--- src/tmr_pkg.sv ---
// package: register map, field layout and codes for the 16-bit timer
// Overview of operation
// - four-bit mode split over two control registers
// - normal and clear modes: immediate update, overflow MAX
// - phase-correct: update at TOP, overflow at BOTTOM
// - fast modes: update at TOP, overflow at TOP
// - phase-frequency modes: update and overflow at BOTTOM
// - optional filter needs four equal capture samples
// - edge select bit: zero falling, one rising
// - capture edge copies counter, sets capture flag
// - capture disabled while capture value is TOP
// - reserved control bit always reads zero
// - clock select: stop, direct, four prescaler taps
// - codes six and seven count external pin edges
// - external pin counted even when driven as output
// - force strobes act only in non-PWM modes
// - force applies match action to waveform output
// - force sets no flag, never clears counter
// - counter accessed as two bytes through latch
// - counter write blocks next match on all units
// - compare values checked against counter on each timer tick
// - compare writes go through the shared latch
package tmr_pkg;
	localparam logic [7:0]  ADDR_FLAGS    = 8'h6F;
	localparam logic [7:0]  ADDR_FORCE    = 8'h70;
	localparam logic [7:0]  ADDR_CAPCLK   = 8'h71;
	localparam logic [7:0]  ADDR_WAVE_A   = 8'h72;
	localparam logic [7:0]  ADDR_CNT_L    = 8'h74;
	localparam logic [7:0]  ADDR_CNT_H    = 8'h75;
	localparam logic [7:0]  ADDR_CAP_L    = 8'h76;
	localparam logic [7:0]  ADDR_CAP_H    = 8'h77;
	localparam logic [7:0]  ADDR_CMPA_L   = 8'h78;
	localparam logic [7:0]  ADDR_CMPA_H   = 8'h79;
	localparam logic [7:0]  ADDR_CMPB_L   = 8'h7A;
	localparam logic [7:0]  ADDR_CMPB_H   = 8'h7B;
	localparam logic [7:0]  RST_BYTE      = 8'h00;
	localparam logic [15:0] RST_WORD      = 16'h0000;
	localparam logic [9:0]  RST_PRE       = 10'h000;
	localparam logic [2:0]  RST_FILT      = 3'h0;
	localparam int          FORCE_A_BIT   = 7;
	localparam int          FORCE_B_BIT   = 6;
	localparam int          FILT_EN_BIT   = 7;
	localparam int          EDGE_SEL_BIT  = 6;
	localparam int          FLAG_OVF_BIT  = 7;
	localparam int          FLAG_MB_BIT   = 6;
	localparam int          FLAG_MA_BIT   = 5;
	localparam int          FLAG_CAP_BIT  = 3;
	localparam logic [7:0]  CAPCLK_MASK   = 8'hDF;
	localparam logic [7:0]  WAVE_A_MASK   = 8'hF3;
	localparam logic [7:0]  FLAGS_MASK    = 8'hE8;
	localparam logic [15:0] TOP_8B        = 16'h00FF;
	localparam logic [15:0] TOP_9B        = 16'h01FF;
	localparam logic [15:0] TOP_10B       = 16'h03FF;
	localparam logic [15:0] TOP_MAX       = 16'hFFFF;
	localparam logic [15:0] BOTTOM        = 16'h0000;
	localparam logic [9:0]  TAP_8_MASK    = 10'h007;
	localparam logic [9:0]  TAP_64_MASK   = 10'h03F;
	localparam logic [9:0]  TAP_256_MASK  = 10'h0FF;
	localparam logic [9:0]  TAP_1024_MASK = 10'h3FF;
	localparam int          FILTER_SAMPLES = 4;

	typedef enum logic [3:0] {
		MODE_NORMAL = 4'h0,
		MODE_PC8    = 4'h1,
		MODE_PC9    = 4'h2,
		MODE_PC10   = 4'h3,
		MODE_CLR_A  = 4'h4,
		MODE_FP8    = 4'h5,
		MODE_FP9    = 4'h6,
		MODE_FP10   = 4'h7,
		MODE_PFC_I  = 4'h8,
		MODE_PFC_A  = 4'h9,
		MODE_PC_I   = 4'hA,
		MODE_PC_A   = 4'hB,
		MODE_CLR_I  = 4'hC,
		MODE_RSVD   = 4'hD,
		MODE_FP_I   = 4'hE,
		MODE_FP_A   = 4'hF
	} tmr_mode_t;

	typedef enum logic [2:0] {
		CS_STOP     = 3'h0,
		CS_DIV1     = 3'h1,
		CS_DIV8     = 3'h2,
		CS_DIV64    = 3'h3,
		CS_DIV256   = 3'h4,
		CS_DIV1024  = 3'h5,
		CS_EXT_FALL = 3'h6,
		CS_EXT_RISE = 3'h7
	} tmr_clk_sel_t;

	typedef enum logic [1:0] {
		ACT_OFF    = 2'h0,
		ACT_TOGGLE = 2'h1,
		ACT_CLEAR  = 2'h2,
		ACT_SET    = 2'h3
	} tmr_action_t;
endpackage

--- src/tmr_pin_sync.sv ---
// pin synchroniser: three flops, level changes when last two agree
`timescale 1ns/1ps
module tmr_pin_sync (
	input  wire logic core_clk,
	input  wire logic rst_n,
	input  wire logic pin,
	output logic      level
);
	logic s1;
	logic s2;
	logic s3;
	logic next_level;

	always_comb begin
		next_level = level;
		if (s2 == s3) begin
			next_level = s3;
		end
	end

	always_ff @(posedge core_clk or negedge rst_n) begin
		if (!rst_n) begin
			s1    <= 1'b0;
			s2    <= 1'b0;
			s3    <= 1'b0;
			level <= 1'b0;
		end else begin
			s1    <= pin;
			s2    <= s1;
			s3    <= s2;
			level <= next_level;
		end
	end
endmodule

--- src/tmr_timer16.sv ---
// top: 16-bit timer control and data registers with counting core
`timescale 1ns/1ps
module tmr_timer16
	import tmr_pkg::*;
#(
	parameter int FILTER_LEN = FILTER_SAMPLES
) (
	input  wire logic       core_clk,
	input  wire logic       rst_n,
	input  wire logic [7:0] io_addr,
	input  wire logic       io_wr,
	input  wire logic       io_rd,
	input  wire logic [7:0] io_wdata,
	output logic      [7:0] io_rdata,
	input  wire logic       capture_input_pin,
	input  wire logic       ext_count_pin,
	output logic            wave_out_a,
	output logic            wave_out_b,
	output logic            overflow_flag,
	output logic            capture_flag
);
	if (FILTER_LEN < 2 || FILTER_LEN > 8) begin : g_bad_len
		$error("FILTER_LEN must lie in 2..8");
	end

	logic [7:0]   wave_ctrl_a;
	logic [7:0]   capture_clock_ctrl;
	logic [7:0]   flags;
	logic [7:0]   temp;
	logic [7:0]   rdata;
	logic [15:0]  counter_value;
	logic [15:0]  compare_value_a;
	logic [15:0]  compare_value_b;
	logic [15:0]  cmp_buf_a;
	logic [15:0]  cmp_buf_b;
	logic [15:0]  capture_value;
	logic [9:0]   pre;
	logic [2:0]   filt_cnt;
	logic         count_down;
	logic         match_blk;
	logic         cap_prev;
	logic         ext_prev;
	logic         filt_out;
	logic         wave_a;
	logic         wave_b;

	logic [7:0]   next_wave_ctrl_a;
	logic [7:0]   next_capture_clock_ctrl;
	logic [7:0]   next_flags;
	logic [7:0]   next_temp;
	logic [7:0]   next_rdata;
	logic [15:0]  next_counter_value;
	logic [15:0]  next_compare_value_a;
	logic [15:0]  next_compare_value_b;
	logic [15:0]  next_cmp_buf_a;
	logic [15:0]  next_cmp_buf_b;
	logic [15:0]  next_capture_value;
	logic [9:0]   next_pre;
	logic [2:0]   next_filt_cnt;
	logic         next_count_down;
	logic         next_match_blk;
	logic         next_cap_prev;
	logic         next_filt_out;
	logic         next_wave_a;
	logic         next_wave_b;

	tmr_mode_t    waveform_mode_sel;
	tmr_clk_sel_t clock_source_sel;
	logic [15:0]  top;
	logic [7:0]   flag_set;
	logic [7:0]   flag_clr;
	logic         non_pwm;
	logic         fast;
	logic         pcor;
	logic         pfc;
	logic         icr_top;
	logic         tick;
	logic         at_top;
	logic         at_bot;
	logic         wrap;
	logic         upd;
	logic         ovf_set;
	logic         match_a;
	logic         match_b;
	logic         force_a;
	logic         force_b;
	logic         cap_sync;
	logic         ext_sync;
	logic         cap_src;
	logic         cap_edge;
	logic         cap_evt;
	logic         differ;

	tmr_pin_sync u_cap_sync (
		.core_clk (core_clk),
		.rst_n    (rst_n),
		.pin      (capture_input_pin),
		.level    (cap_sync)
	);

	// pin is sampled whatever its port direction
	tmr_pin_sync u_ext_sync (
		.core_clk (core_clk),
		.rst_n    (rst_n),
		.pin      (ext_count_pin),
		.level    (ext_sync)
	);

	// next level of a waveform output for one compare channel
	function automatic logic wave_step(
		input logic       cur,
		input logic [1:0] act,
		input logic       hit,
		input logic       frc,
		input logic       wrp,
		input logic       down,
		input logic       fst,
		input logic       pc,
		input logic       tog_ok
	);
		logic res;
		res = cur;
		if (!fst && !pc) begin
			if (hit || frc) begin
				case (act)
					ACT_TOGGLE: res = ~cur;
					ACT_CLEAR:  res = 1'b0;
					ACT_SET:    res = 1'b1;
					default:    res = cur;
				endcase
			end
		end else if (act == ACT_TOGGLE) begin
			if (hit && tog_ok) begin
				res = ~cur;
			end
		end else if (act != ACT_OFF) begin
			if (fst && wrp) begin
				res = (act == ACT_CLEAR);
			end else if (fst && hit) begin
				res = (act == ACT_SET);
			end else if (pc && hit) begin
				res = (act == ACT_SET) ^ down;
			end
		end
		return res;
	endfunction

	always_comb begin
		// mode decode
		waveform_mode_sel = tmr_mode_t'({capture_clock_ctrl[4:3],
			wave_ctrl_a[1:0]});
		clock_source_sel = tmr_clk_sel_t'(capture_clock_ctrl[2:0]);
		top = TOP_MAX;
		non_pwm = 1'b0;
		fast = 1'b0;
		pcor = 1'b0;
		pfc = 1'b0;
		icr_top = 1'b0;
		case (waveform_mode_sel)
			MODE_NORMAL: begin
				non_pwm = 1'b1;
			end
			MODE_CLR_A: begin
				non_pwm = 1'b1;
				top = compare_value_a;
			end
			MODE_CLR_I: begin
				non_pwm = 1'b1;
				top = capture_value;
				icr_top = 1'b1;
			end
			MODE_PC8, MODE_PC9, MODE_PC10: begin
				pcor = 1'b1;
				top = (waveform_mode_sel == MODE_PC8) ? TOP_8B :
					(waveform_mode_sel == MODE_PC9) ? TOP_9B : TOP_10B;
			end
			MODE_PC_I: begin
				pcor = 1'b1;
				top = capture_value;
				icr_top = 1'b1;
			end
			MODE_PC_A: begin
				pcor = 1'b1;
				top = compare_value_a;
			end
			MODE_FP8, MODE_FP9, MODE_FP10: begin
				fast = 1'b1;
				top = (waveform_mode_sel == MODE_FP8) ? TOP_8B :
					(waveform_mode_sel == MODE_FP9) ? TOP_9B : TOP_10B;
			end
			MODE_FP_I: begin
				fast = 1'b1;
				top = capture_value;
				icr_top = 1'b1;
			end
			MODE_FP_A: begin
				fast = 1'b1;
				top = compare_value_a;
			end
			MODE_PFC_I: begin
				pcor = 1'b1;
				pfc = 1'b1;
				top = capture_value;
				icr_top = 1'b1;
			end
			MODE_PFC_A: begin
				pcor = 1'b1;
				pfc = 1'b1;
				top = compare_value_a;
			end
			default: begin
				top = TOP_MAX;
			end
		endcase

		// timer clock source
		next_pre = pre + 10'h001;
		case (clock_source_sel)
			CS_DIV1:     tick = 1'b1;
			CS_DIV8:     tick = (pre & TAP_8_MASK) == TAP_8_MASK;
			CS_DIV64:    tick = (pre & TAP_64_MASK) == TAP_64_MASK;
			CS_DIV256:   tick = (pre & TAP_256_MASK) == TAP_256_MASK;
			CS_DIV1024:  tick = (pre & TAP_1024_MASK) == TAP_1024_MASK;
			CS_EXT_FALL: tick = ext_prev & ~ext_sync;
			CS_EXT_RISE: tick = ext_sync & ~ext_prev;
			default:     tick = 1'b0;
		endcase

		// capture path with optional filter
		differ = cap_sync != filt_out;
		next_filt_out = filt_out;
		next_filt_cnt = RST_FILT;
		if (differ) begin
			next_filt_cnt = filt_cnt + 3'h1;
			if (filt_cnt == 3'(FILTER_LEN - 1)) begin
				next_filt_out = cap_sync;
				next_filt_cnt = RST_FILT;
			end
		end
		cap_src = capture_clock_ctrl[FILT_EN_BIT] ? filt_out : cap_sync;
		next_cap_prev = cap_src;
		cap_edge = capture_clock_ctrl[EDGE_SEL_BIT] ?
			(cap_src & ~cap_prev) : (~cap_src & cap_prev);
		cap_evt = cap_edge & ~icr_top;

		// counting sequence
		at_top = counter_value == top;
		at_bot = counter_value == BOTTOM;
		match_a = tick & ~match_blk &
			(counter_value == compare_value_a);
		match_b = tick & ~match_blk &
			(counter_value == compare_value_b);
		next_counter_value = counter_value;
		next_count_down = count_down;
		next_match_blk = tick ? 1'b0 : match_blk;
		ovf_set = 1'b0;
		upd = 1'b0;
		wrap = 1'b0;
		if (tick && waveform_mode_sel != MODE_RSVD) begin
			if (pcor) begin
				if (!count_down) begin
					if (at_top) begin
						next_count_down = 1'b1;
						next_counter_value = counter_value - 16'h0001;
						upd = ~pfc;
					end else begin
						next_counter_value = counter_value + 16'h0001;
					end
				end else if (at_bot) begin
					next_count_down = 1'b0;
					next_counter_value = counter_value + 16'h0001;
					ovf_set = 1'b1;
					upd = pfc;
				end else begin
					next_counter_value = counter_value - 16'h0001;
				end
			end else begin
				wrap = fast & at_top;
				if (at_top && waveform_mode_sel != MODE_NORMAL) begin
					next_counter_value = BOTTOM;
				end else begin
					next_counter_value = counter_value + 16'h0001;
				end
				ovf_set = fast ? at_top :
					(counter_value == TOP_MAX);
				upd = fast & at_top;
			end
		end

		// register writes
		next_wave_ctrl_a = wave_ctrl_a;
		next_capture_clock_ctrl = capture_clock_ctrl;
		next_temp = temp;
		next_cmp_buf_a = cmp_buf_a;
		next_cmp_buf_b = cmp_buf_b;
		next_capture_value = cap_evt ? counter_value : capture_value;
		flag_clr = RST_BYTE;
		force_a = 1'b0;
		force_b = 1'b0;
		if (io_wr) begin
			if (io_addr == ADDR_WAVE_A) begin
				next_wave_ctrl_a = io_wdata & WAVE_A_MASK;
			end else if (io_addr == ADDR_CAPCLK) begin
				next_capture_clock_ctrl = io_wdata & CAPCLK_MASK;
			end else if (io_addr == ADDR_FORCE) begin
				force_a = io_wdata[FORCE_A_BIT] & non_pwm;
				force_b = io_wdata[FORCE_B_BIT] & non_pwm;
			end else if (io_addr == ADDR_FLAGS) begin
				flag_clr = io_wdata & FLAGS_MASK;
			end else if (io_addr == ADDR_CNT_L) begin
				next_counter_value = {temp, io_wdata};
				next_match_blk = 1'b1;
			end else if (io_addr == ADDR_CAP_L) begin
				next_capture_value = {temp, io_wdata};
			end else if (io_addr == ADDR_CMPA_L) begin
				next_cmp_buf_a = {temp, io_wdata};
			end else if (io_addr == ADDR_CMPB_L) begin
				next_cmp_buf_b = {temp, io_wdata};
			end else if (io_addr == ADDR_CNT_H || io_addr == ADDR_CAP_H ||
				io_addr == ADDR_CMPA_H || io_addr == ADDR_CMPB_H) begin
				next_temp = io_wdata;
			end
		end

		// active compare values
		if (non_pwm) begin
			next_compare_value_a = next_cmp_buf_a;
			next_compare_value_b = next_cmp_buf_b;
		end else if (upd) begin
			next_compare_value_a = cmp_buf_a;
			next_compare_value_b = cmp_buf_b;
		end else begin
			next_compare_value_a = compare_value_a;
			next_compare_value_b = compare_value_b;
		end

		// waveform outputs; forces act here only
		next_wave_a = wave_step(wave_a, wave_ctrl_a[7:6], match_a, force_a,
			wrap, count_down, fast, pcor,
			waveform_mode_sel[3]);
		next_wave_b = wave_step(wave_b, wave_ctrl_a[5:4], match_b, force_b,
			wrap, count_down, fast, pcor, 1'b0);

		// sticky flags, a set beats a clear
		flag_set = RST_BYTE;
		flag_set[FLAG_OVF_BIT] = ovf_set;
		flag_set[FLAG_MA_BIT] = match_a;
		flag_set[FLAG_MB_BIT] = match_b;
		flag_set[FLAG_CAP_BIT] = cap_evt |
			(icr_top & tick & at_top & ~count_down);
		next_flags = (flags & ~flag_clr) | flag_set;

		// read data, counter or capture low read latches the high byte
		next_rdata = rdata;
		if (io_rd) begin
			if (io_addr == ADDR_FLAGS) begin
				next_rdata = flags;
			end else if (io_addr == ADDR_CAPCLK) begin
				next_rdata = capture_clock_ctrl & CAPCLK_MASK;
			end else if (io_addr == ADDR_WAVE_A) begin
				next_rdata = wave_ctrl_a;
			end else if (io_addr == ADDR_CNT_L) begin
				next_rdata = counter_value[7:0];
				next_temp = counter_value[15:8];
			end else if (io_addr == ADDR_CAP_L) begin
				next_rdata = capture_value[7:0];
				next_temp = capture_value[15:8];
			end else if (io_addr == ADDR_CNT_H || io_addr == ADDR_CAP_H) begin
				next_rdata = temp;
			end else if (io_addr == ADDR_CMPA_L) begin
				next_rdata = cmp_buf_a[7:0];
			end else if (io_addr == ADDR_CMPA_H) begin
				next_rdata = cmp_buf_a[15:8];
			end else if (io_addr == ADDR_CMPB_L) begin
				next_rdata = cmp_buf_b[7:0];
			end else if (io_addr == ADDR_CMPB_H) begin
				next_rdata = cmp_buf_b[15:8];
			end else begin
				next_rdata = RST_BYTE;
			end
		end
	end

	always_ff @(posedge core_clk or negedge rst_n) begin
		if (!rst_n) begin
			wave_ctrl_a        <= RST_BYTE;
			capture_clock_ctrl <= RST_BYTE;
			flags              <= RST_BYTE;
			temp               <= RST_BYTE;
			rdata              <= RST_BYTE;
			counter_value      <= RST_WORD;
			compare_value_a    <= RST_WORD;
			compare_value_b    <= RST_WORD;
			cmp_buf_a          <= RST_WORD;
			cmp_buf_b          <= RST_WORD;
			capture_value      <= RST_WORD;
			pre                <= RST_PRE;
			filt_cnt           <= RST_FILT;
			count_down         <= 1'b0;
			match_blk          <= 1'b0;
			cap_prev           <= 1'b0;
			ext_prev           <= 1'b0;
			filt_out           <= 1'b0;
			wave_a             <= 1'b0;
			wave_b             <= 1'b0;
		end else begin
			wave_ctrl_a        <= next_wave_ctrl_a;
			capture_clock_ctrl <= next_capture_clock_ctrl;
			flags              <= next_flags;
			temp               <= next_temp;
			rdata              <= next_rdata;
			counter_value      <= next_counter_value;
			compare_value_a    <= next_compare_value_a;
			compare_value_b    <= next_compare_value_b;
			cmp_buf_a          <= next_cmp_buf_a;
			cmp_buf_b          <= next_cmp_buf_b;
			capture_value      <= next_capture_value;
			pre                <= next_pre;
			filt_cnt           <= next_filt_cnt;
			count_down         <= next_count_down;
			match_blk          <= next_match_blk;
			cap_prev           <= next_cap_prev;
			ext_prev           <= ext_sync;
			filt_out           <= next_filt_out;
			wave_a             <= next_wave_a;
			wave_b             <= next_wave_b;
		end
	end

	assign io_rdata      = rdata;
	assign wave_out_a    = wave_a;
	assign wave_out_b    = wave_b;
	assign overflow_flag = flags[FLAG_OVF_BIT];
	assign capture_flag  = flags[FLAG_CAP_BIT];
endmodule

--- config.mk ---
export PLATFORM = sky130hd
export DESIGN_NAME = tmr_timer16
export DESIGN_NICKNAME = d
export VERILOG_FILES = /design/src/tmr_pkg.sv /design/src/tmr_pin_sync.sv /design/src/tmr_timer16.sv
export SDC_FILE = /design/constraint.sdc
export NUM_CORES = 1
export LEC_CHECK = 0
export ABC_AREA = 0
export BUFFER_PORTS_ARGS = -buffer_cell sky130_fd_sc_hd__buf_2
export CAP_MARGIN = 10
export CORE_MARGIN = 1.5
export CORE_UTILIZATION = 26
export CTS_BUF_LIST = sky130_fd_sc_hd__clkbuf_16
export CTS_CLUSTER_DIAMETER = 60
export DETAILED_ROUTE_END_ITERATION = 8
export SYNTH_ARGS = -nofsm -noshare
export SYNTH_HDL_FRONTEND = slang
export SYNTH_SLANG_ARGS = --single-unit
--- constraint.sdc ---
create_clock -name core_clk -period 4.5 [get_ports core_clk]
set_clock_uncertainty 0.15 [all_clocks]
set_input_delay 0.45 -clock core_clk [delete_from_list [all_inputs] [get_ports core_clk]]
set_output_delay 0.45 -clock core_clk [all_outputs]
set_load 0.02 [all_outputs]
# Word level (Yosys, flattened, before mapping)
# Cells that the tools add are included.
# W data, S select, Z words.
[classes]
add_sub_neg = 4
multipliers = 0
n_div = 0
n_lt_le_gt_ge = 0
eq_ne = 58
n_shift = 0
muxes = 134
n_bitwise = 31
n_reduce_logical = 40
[ops]
columns = ["op", "n"]
rows = [
  ["$mux W16", 41],
  ["$mux W8", 31],
  ["$eq A8 B7 Y1 const B", 12],
  ["$pmux W16 S4", 1],
  ["$mux W1", 52],
  ["$eq A16 B16 Y1", 3],
  ["$mux W10", 4],
  ["$eq A4 B4 Y1 const B", 7],
  ["$add A16 B1 Y16 const B", 1],
  ["$eq A16 B16 Y1 const B", 1],
  ["$eq A4 B3 Y1 const B", 4],
  ["$logic_not A16 Y1", 1],
  ["$sub A16 B1 Y16 const B", 1],
  ["$eq A3 B3 Y1 const B", 5],
  ["$and A1 B1 Y1", 14],
  ["$not A1 Y1", 11],
  ["$add A10 B1 Y10 const B", 1],
  ["$eq A10 B10 Y1 const B", 1],
  ["$reduce_and A5 Y1", 2],
  ["$eq A3 B2 Y1 const B", 3],
  ["$logic_and A1 B1 Y1", 9],
  ["$reduce_or A3 Y1", 3],
  ["$and A8 B8 Y8", 1],
  ["$eq A2 B2 Y1 const B", 4],
  ["34 further kinds", 54],
]
[word_totals]
register_bits = 161
latch_bits = 0
mem_bits_rw = 0
rom_bits = 0
input_bits = 22
out_inout_bits = 12
memories = 0

# Longest topological paths before layout
[depth]
word_depth = 20
mapped_depth = 14
depth_no_buf = 11

# Modules after synthesis
# From an unflattened synthesis, not the netlist that was laid out.
[hier_totals]
hier_cells = 1110
area_unflattened_um2 = 9675.5
[by_module_without_submodules]
columns = ["module", "instances", "cells_per_inst", "area_per_inst_um2"]
rows = [
  ["tmr_timer16", 1, 1100, 9452.8],
  ["tmr_pin_sync", 2, 5, 111.4],
]

# Worst setup path after synthesis
# Ideal clock, no wire load.
[synth_timing]
path_kind = "reg-to-reg"
start = "register capture_clock_ctrl[4]"
end = "register counter_value[5]"
arrival_time_ns = 3.122
required_ns = 4.255
path_slack_ns = 1.133
stages_incl_launch_ff = 14
period_less_slack_ns = 3.367
path_cell_list = "dfrtp_1 buf_6 or4b_1 buf_2 nor2_1 a21oi_1 a2111oi_2 nand4_1 or3_1 buf_6 a21boi_4 mux2_2 and3_1 o31ai_1"
[synth_between]
elab_chain_cells = 15
elab_cells_between_ends = 41
[synth_rtl]
columns = ["item", "line_no", "source"]
rows = [
  ["from (decl)", "tmr_timer16.sv:27", "logic [7:0] capture_clock_ctrl;"],
  ["from (signal assigned)", "tmr_timer16.sv:408", "capture_clock_ctrl <= next_capture_clock_ctrl;"],
  ["$eq A4 B3 Y1 or $eq A4 B2 Y1 (tied branches)", "tmr_timer16.sv:159, tmr_timer16.sv:189, tmr_timer16.sv:175", ""],
  ["$mux W10, on equally long branches", "tmr_timer16.sv:189, tmr_timer16.sv:175", ""],
  ["$mux W10, on equally long branches", "tmr_timer16.sv:188, tmr_timer16.sv:174", ""],
  ["$pmux W16 S4", "tmr_timer16.sv:159", "case (waveform_mode_sel)"],
  ["$eq A16 B16 Y1", "tmr_timer16.sv:247", "at_top = counter_value == top;"],
  ["$mux W16 or $logic_and A1 B1 Y1 (tied branches)", "tmr_timer16.sv:262, tmr_timer16.sv:279", ""],
  ["$mux W16, on equally long branches", "tmr_timer16.sv:261, tmr_timer16.sv:279", ""],
  ["$mux W16", "tmr_timer16.sv:260", "if (pcor) begin"],
  ["$mux W16 *", "tmr_timer16.sv:259", "if (tick && waveform_mode_sel != MODE_RSVD) begin"],
  ["$mux W16", "tmr_timer16.sv:310", "end else if (io_addr == ADDR_CNT_L) begin"],
  ["$mux W16", "tmr_timer16.sv:308", "end else if (io_addr == ADDR_FLAGS) begin"],
  ["$mux W16", "tmr_timer16.sv:305", "end else if (io_addr == ADDR_FORCE) begin"],
  ["$mux W16", "tmr_timer16.sv:303", "end else if (io_addr == ADDR_CAPCLK) begin"],
  ["$mux W16", "tmr_timer16.sv:301", "if (io_addr == ADDR_WAVE_A) begin"],
  ["$mux W16 *", "tmr_timer16.sv:300", "if (io_wr) begin"],
  ["via next_counter_value[5]", "tmr_timer16.sv:52", "logic [15:0] next_counter_value;"],
  ["to (signal assigned)", "tmr_timer16.sv:412", "counter_value <= next_counter_value;"],
  ["to (decl)", "tmr_timer16.sv:31", "logic [15:0] counter_value;"],
]
# The timed path passes the listed nets; every way through them passes the cells marked *.
# A chain may end at the register's enable or synchronous reset.

# Worst setup path after layout
[layout_timing]
start = "register capture_clock_ctrl[4]"
end = "register compare_value_b[9]"
[layout_between]
elab_chain_cells = 10
elab_cells_between_ends = 44
[layout_rtl]
columns = ["item", "line_no", "source"]
rows = [
  ["$eq A4 B3 Y1 or $eq A4 B2 Y1 (tied branches)", "tmr_timer16.sv:159, tmr_timer16.sv:189, tmr_timer16.sv:175", ""],
  ["$mux W10, on equally long branches", "tmr_timer16.sv:189, tmr_timer16.sv:175", ""],
  ["$mux W10, on equally long branches", "tmr_timer16.sv:188, tmr_timer16.sv:174", ""],
  ["$pmux W16 S4", "tmr_timer16.sv:159", ""],
  ["$eq A16 B16 Y1", "tmr_timer16.sv:247", ""],
  ["$mux W1", "tmr_timer16.sv:262", "if (at_top) begin"],
  ["$mux W1", "tmr_timer16.sv:261", "if (!count_down) begin"],
  ["$mux W1", "tmr_timer16.sv:260", ""],
  ["$mux W1", "tmr_timer16.sv:259", ""],
  ["$reduce_bool A2 Y1 (no source line)", "--", ""],
  ["to (signal assigned)", "tmr_timer16.sv:414", "compare_value_b <= next_compare_value_b;"],
  ["to (decl)", "tmr_timer16.sv:33", "logic [15:0] compare_value_b;"],
]
# Parallel ways exist; a longest one is shown, timed or not.

==> metrics.md <==
| Metric | Value |
|---|---|
| Outcome | `completed` |
| GRT Resource Usage Total | `between 10% and 20%` |
| Detailed Route WL | `33200 um` |
| Ant diodes | `0` |
| HPWL Detailed | `23400 um` |
| Synth Cell Area | `~9500 um^2` |
| Max clock buf depth | `2` |
| Critical Path Max Stage Delay | `0.72 ns` |
| R2r setup slk | `~0.50 ns` |
| Die Y | `194 um` |
| Post-DR wirelength/cell | `~22 um` |
| Tmin final | `4.00 ns` |
| Max-slew violation count | `0` |
| Initial core utilization | `26.6%` |
| RSZ-0062 raised after global routing | `false` |
| Post-synth top area cell | `dfrtp_1` |
| Clock Tree Root | `clkbuf_16` |
| Mapped Cells | `1025` |
| Warnings from Yosys | `0` |
| Drt via density | `approximately 5.6` |
| Lkg Pwr | `4.62 nW` |
| XOR/XNOR Fraction of Synth Area | `under 10%` |
| Port buffer count | `33` |
| Commonest non-fill, non-tap cell in the layout | `dfrtp_1` |
| Post-CTS sizing | `0` |
| Clk sinks | `157` |
| Post-synth EDFFs | `0` |
| Final Hold Viols | `0` |
| Crit. Startpoint | `capture_clock_ctrl[4]` |
| Final Cycle Share | `around nine tenths` |
| Initial DRC count | `908` |
| H-tree Lvls | `4` |
| GRT overflow | `0` |
| Io pins | `34` |
| Post-route total power | `approximately 0.004 W` |
| CTS buffer count | `17` |
| Share of the synthesized area in the top cell type | `41.2%` |
| Fraction of registers with async set/reset | `100%` |
| Synth area leaders | `dfrtp_1, mux2_2, mux2i_1` |
| Critical Path Sink Type | `flip-flop` |
| Critical Path Start Type | `flip-flop` |
| Post-route ant nets | `0` |
| Power density over the cells | `approximately 360 nW/um^2` |
| Critical path class | `flip-flop to flip-flop` |
| Buf/Inv on CP | `0` |
| Routability Congestion | `~0.91` |
| Worst IR drop on VDD | `~0.24 mV` |
| Required time worst endpoint | `4.72 ns` |
| First-pass GRT wire length | `approximately 51000 um` |
| Final #Nets | `1067` |
| Vias in the first global route | `8183` |
| Number of remaining DRC errors | `0` |
| Antenna violations before repair | `0` |
| Total negative slack | `0 ns` |
| Area grow syn2layout | `14.3%` |
| Worst path slowest cell | `or4b_1` |
| Fmax | `250 MHz` |
| Clk slew on worst S/H paths | `0.07 ns` |
| Crit path max-delay family | `simple AND/OR/NAND/NOR gates` |
| Worst min path class | `flip-flop to flip-flop` |
| Vias | `8482` |
| Most used DFF post-synth | `dfrtp_1` |
| Post-synthesis mux area share | `10.6%` |
| Max FO, Critical Path | `32` |
| Core Footprint | `35800 um^2` |
| Crit Reg-Reg Startpoint | `capture_clock_ctrl[4]` |
| Full die area | `~38000 um^2` |
| Final setup vio count | `0` |
| Largest net degree at the start of global routing | `a little under 90` |
| Distinct cells, synth | `70` |
| Max Cap Violations | `0` |
| Synth Area in Simple Gates | `between 10% and 20%` |
| Synth Area in Adders | `0.998%` |
| Synth Area in Compound Gates | `21.0%` |
| Most frequent cells in the layout | `dfrtp_1, nor2_1, nand2_1` |
| Share of cells above drive strength 1 | `15.7%` |
| Worst skew pair latency | `0.44 ns` |
| Drt pass-1 iters | `6` |
| Die Wd | `around 200 um` |
| Crit-path cells | `or4b_1 > nor2_1 > a211oi_1 > nor4_1 > nand4_1 > or3_1 > nor4_2 > a31oi_4 > a21boi_0 > a221o_1` |
| Max_slew headroom | `25.1%` |
| Hold Crit Start | `u_cap_sync.s1` |
| # rows | `69` |
| Fin Hold WS | `0.203 ns` |
| Largest family of logic cells by synthesized area | `compound AO/OA/AOI/OAI gates` |
| Syn avg cell area | `9.30 um^2` |
| Synthesized flop and latch total | `157` |
| Number of setup buffers added after CTS | `0` |
| Mapped Nets | `approximately 1.1k` |
| CTS tree | `built` |
| Sequential area share after synthesis | `approximately two fifths` |
| WP data arrival | `4.23 ns` |
| Worst Tran Pin Value | `1.12 ns` |
-- synthesized netlist by cell type (3+ instances only) --
cell type and instances:
nor4_1 15, nor2_1 97, clkbuf_1 57, o21ai_0 39
xnor2_1 21, and2_1 3, buf_1 5, nand2_1 76
nand3_1 30, dfrtp_1 157, a211oi_1 19, o22ai_1 14
a221oi_1 6, nand2b_1 14, mux2_2 52, nand3b_1 4
mux2i_1 42, buf_2 9, nor3_1 16, and3b_1 3
or3_1 4, inv_1 21, and3_1 20, a311oi_1 4
a2bb2oi_1 5, nor2b_1 20, a222oi_1 5, a22oi_1 11
clkbuf_2 3, a31oi_1 23, xor2_1 30, a21oi_1 59
nand4_1 9, a221o_1 37, nor3b_1 9, a21boi_0 32
ha_1 6, or2_2 4
-- through the flow --
stage | util (%) | instance area (um^2) | setup slack [ns] | std cells
after floorplan | - | 9530 | 1.13 | 1025
after CTS | 30.4 | 10900 | 0.590 | 1513
after global routing | 30.4 | 10900 | 0.286 | 1513
after global placement | 28.6 | 10300 | 0.694 | 1478
after detailed placement | 28.6 | 10300 | 0.613 | 1478
final | 30.4 | 10900 | 0.496 | 1513
-- path summary, 6_finish.rpt --
check / endpoint / cells after the start
min reg2reg: u_cap_sync.s2 / 0
max in group asynchronous: temp[3] / 3
max reg2reg: compare_value_b[9] / 10
min in group asynchronous: filt_cnt[1] / 2
min: u_cap_sync.s2 / 0
max: compare_value_b[9] / 10
-- kinds of logic after synthesis --
group | Yosys count
AOI/OAI and AO/OA | 283
xor gates and xnor gates | 51
adders and majority gates | 8
buffers and inverters | 99
DFF | 157
muxes | 94
and+or+nand+nor | 333
-- power by group --
group / internal [W] / switching [W] / total, W
sequential: 0.00153 / 0.000244 / 0.00178
clock: 0.000760 / 0.000735 / 0.00150
combinational: 0.000297 / 0.000399 / 0.000696
-- what timing repair did --
action,4_1_cts,5_1_grt
hold buffers,3,0
setup endpoints to repair,0,0
endpoints found under the hold margin,80,0
-- per-layer routing --
layer | track usage, % | wire length (um) | up-vias
li1 | - | - | 3827
met1 | 24.5 | 14900 | 4180
met2 | 27.2 | 14800 | 403
met3 | 3.24 | 2410 | 72
met4 | 7.09 | 1080 | 0
met5 | 0 | 0 | -
-- sequential cells by signal, summed over array words and instances (netlist names), 10 cells and up --
signal	flops
cmp_buf_a	16
capture_value	16
compare_value_b	16
counter_value	16
cmp_buf_b	16
compare_value_a	16
pre	10
-- layout make-up --
type,instances,area (um^2)
clock buffer,17,425
inverter,22,82.6
fill,3685,24900
timing repair buffer,72,472
sequential,157,3930
tap,461,577
clock inverter,15,186
multi-input combinational,769,5220
(Power assumes the default switching activity.)
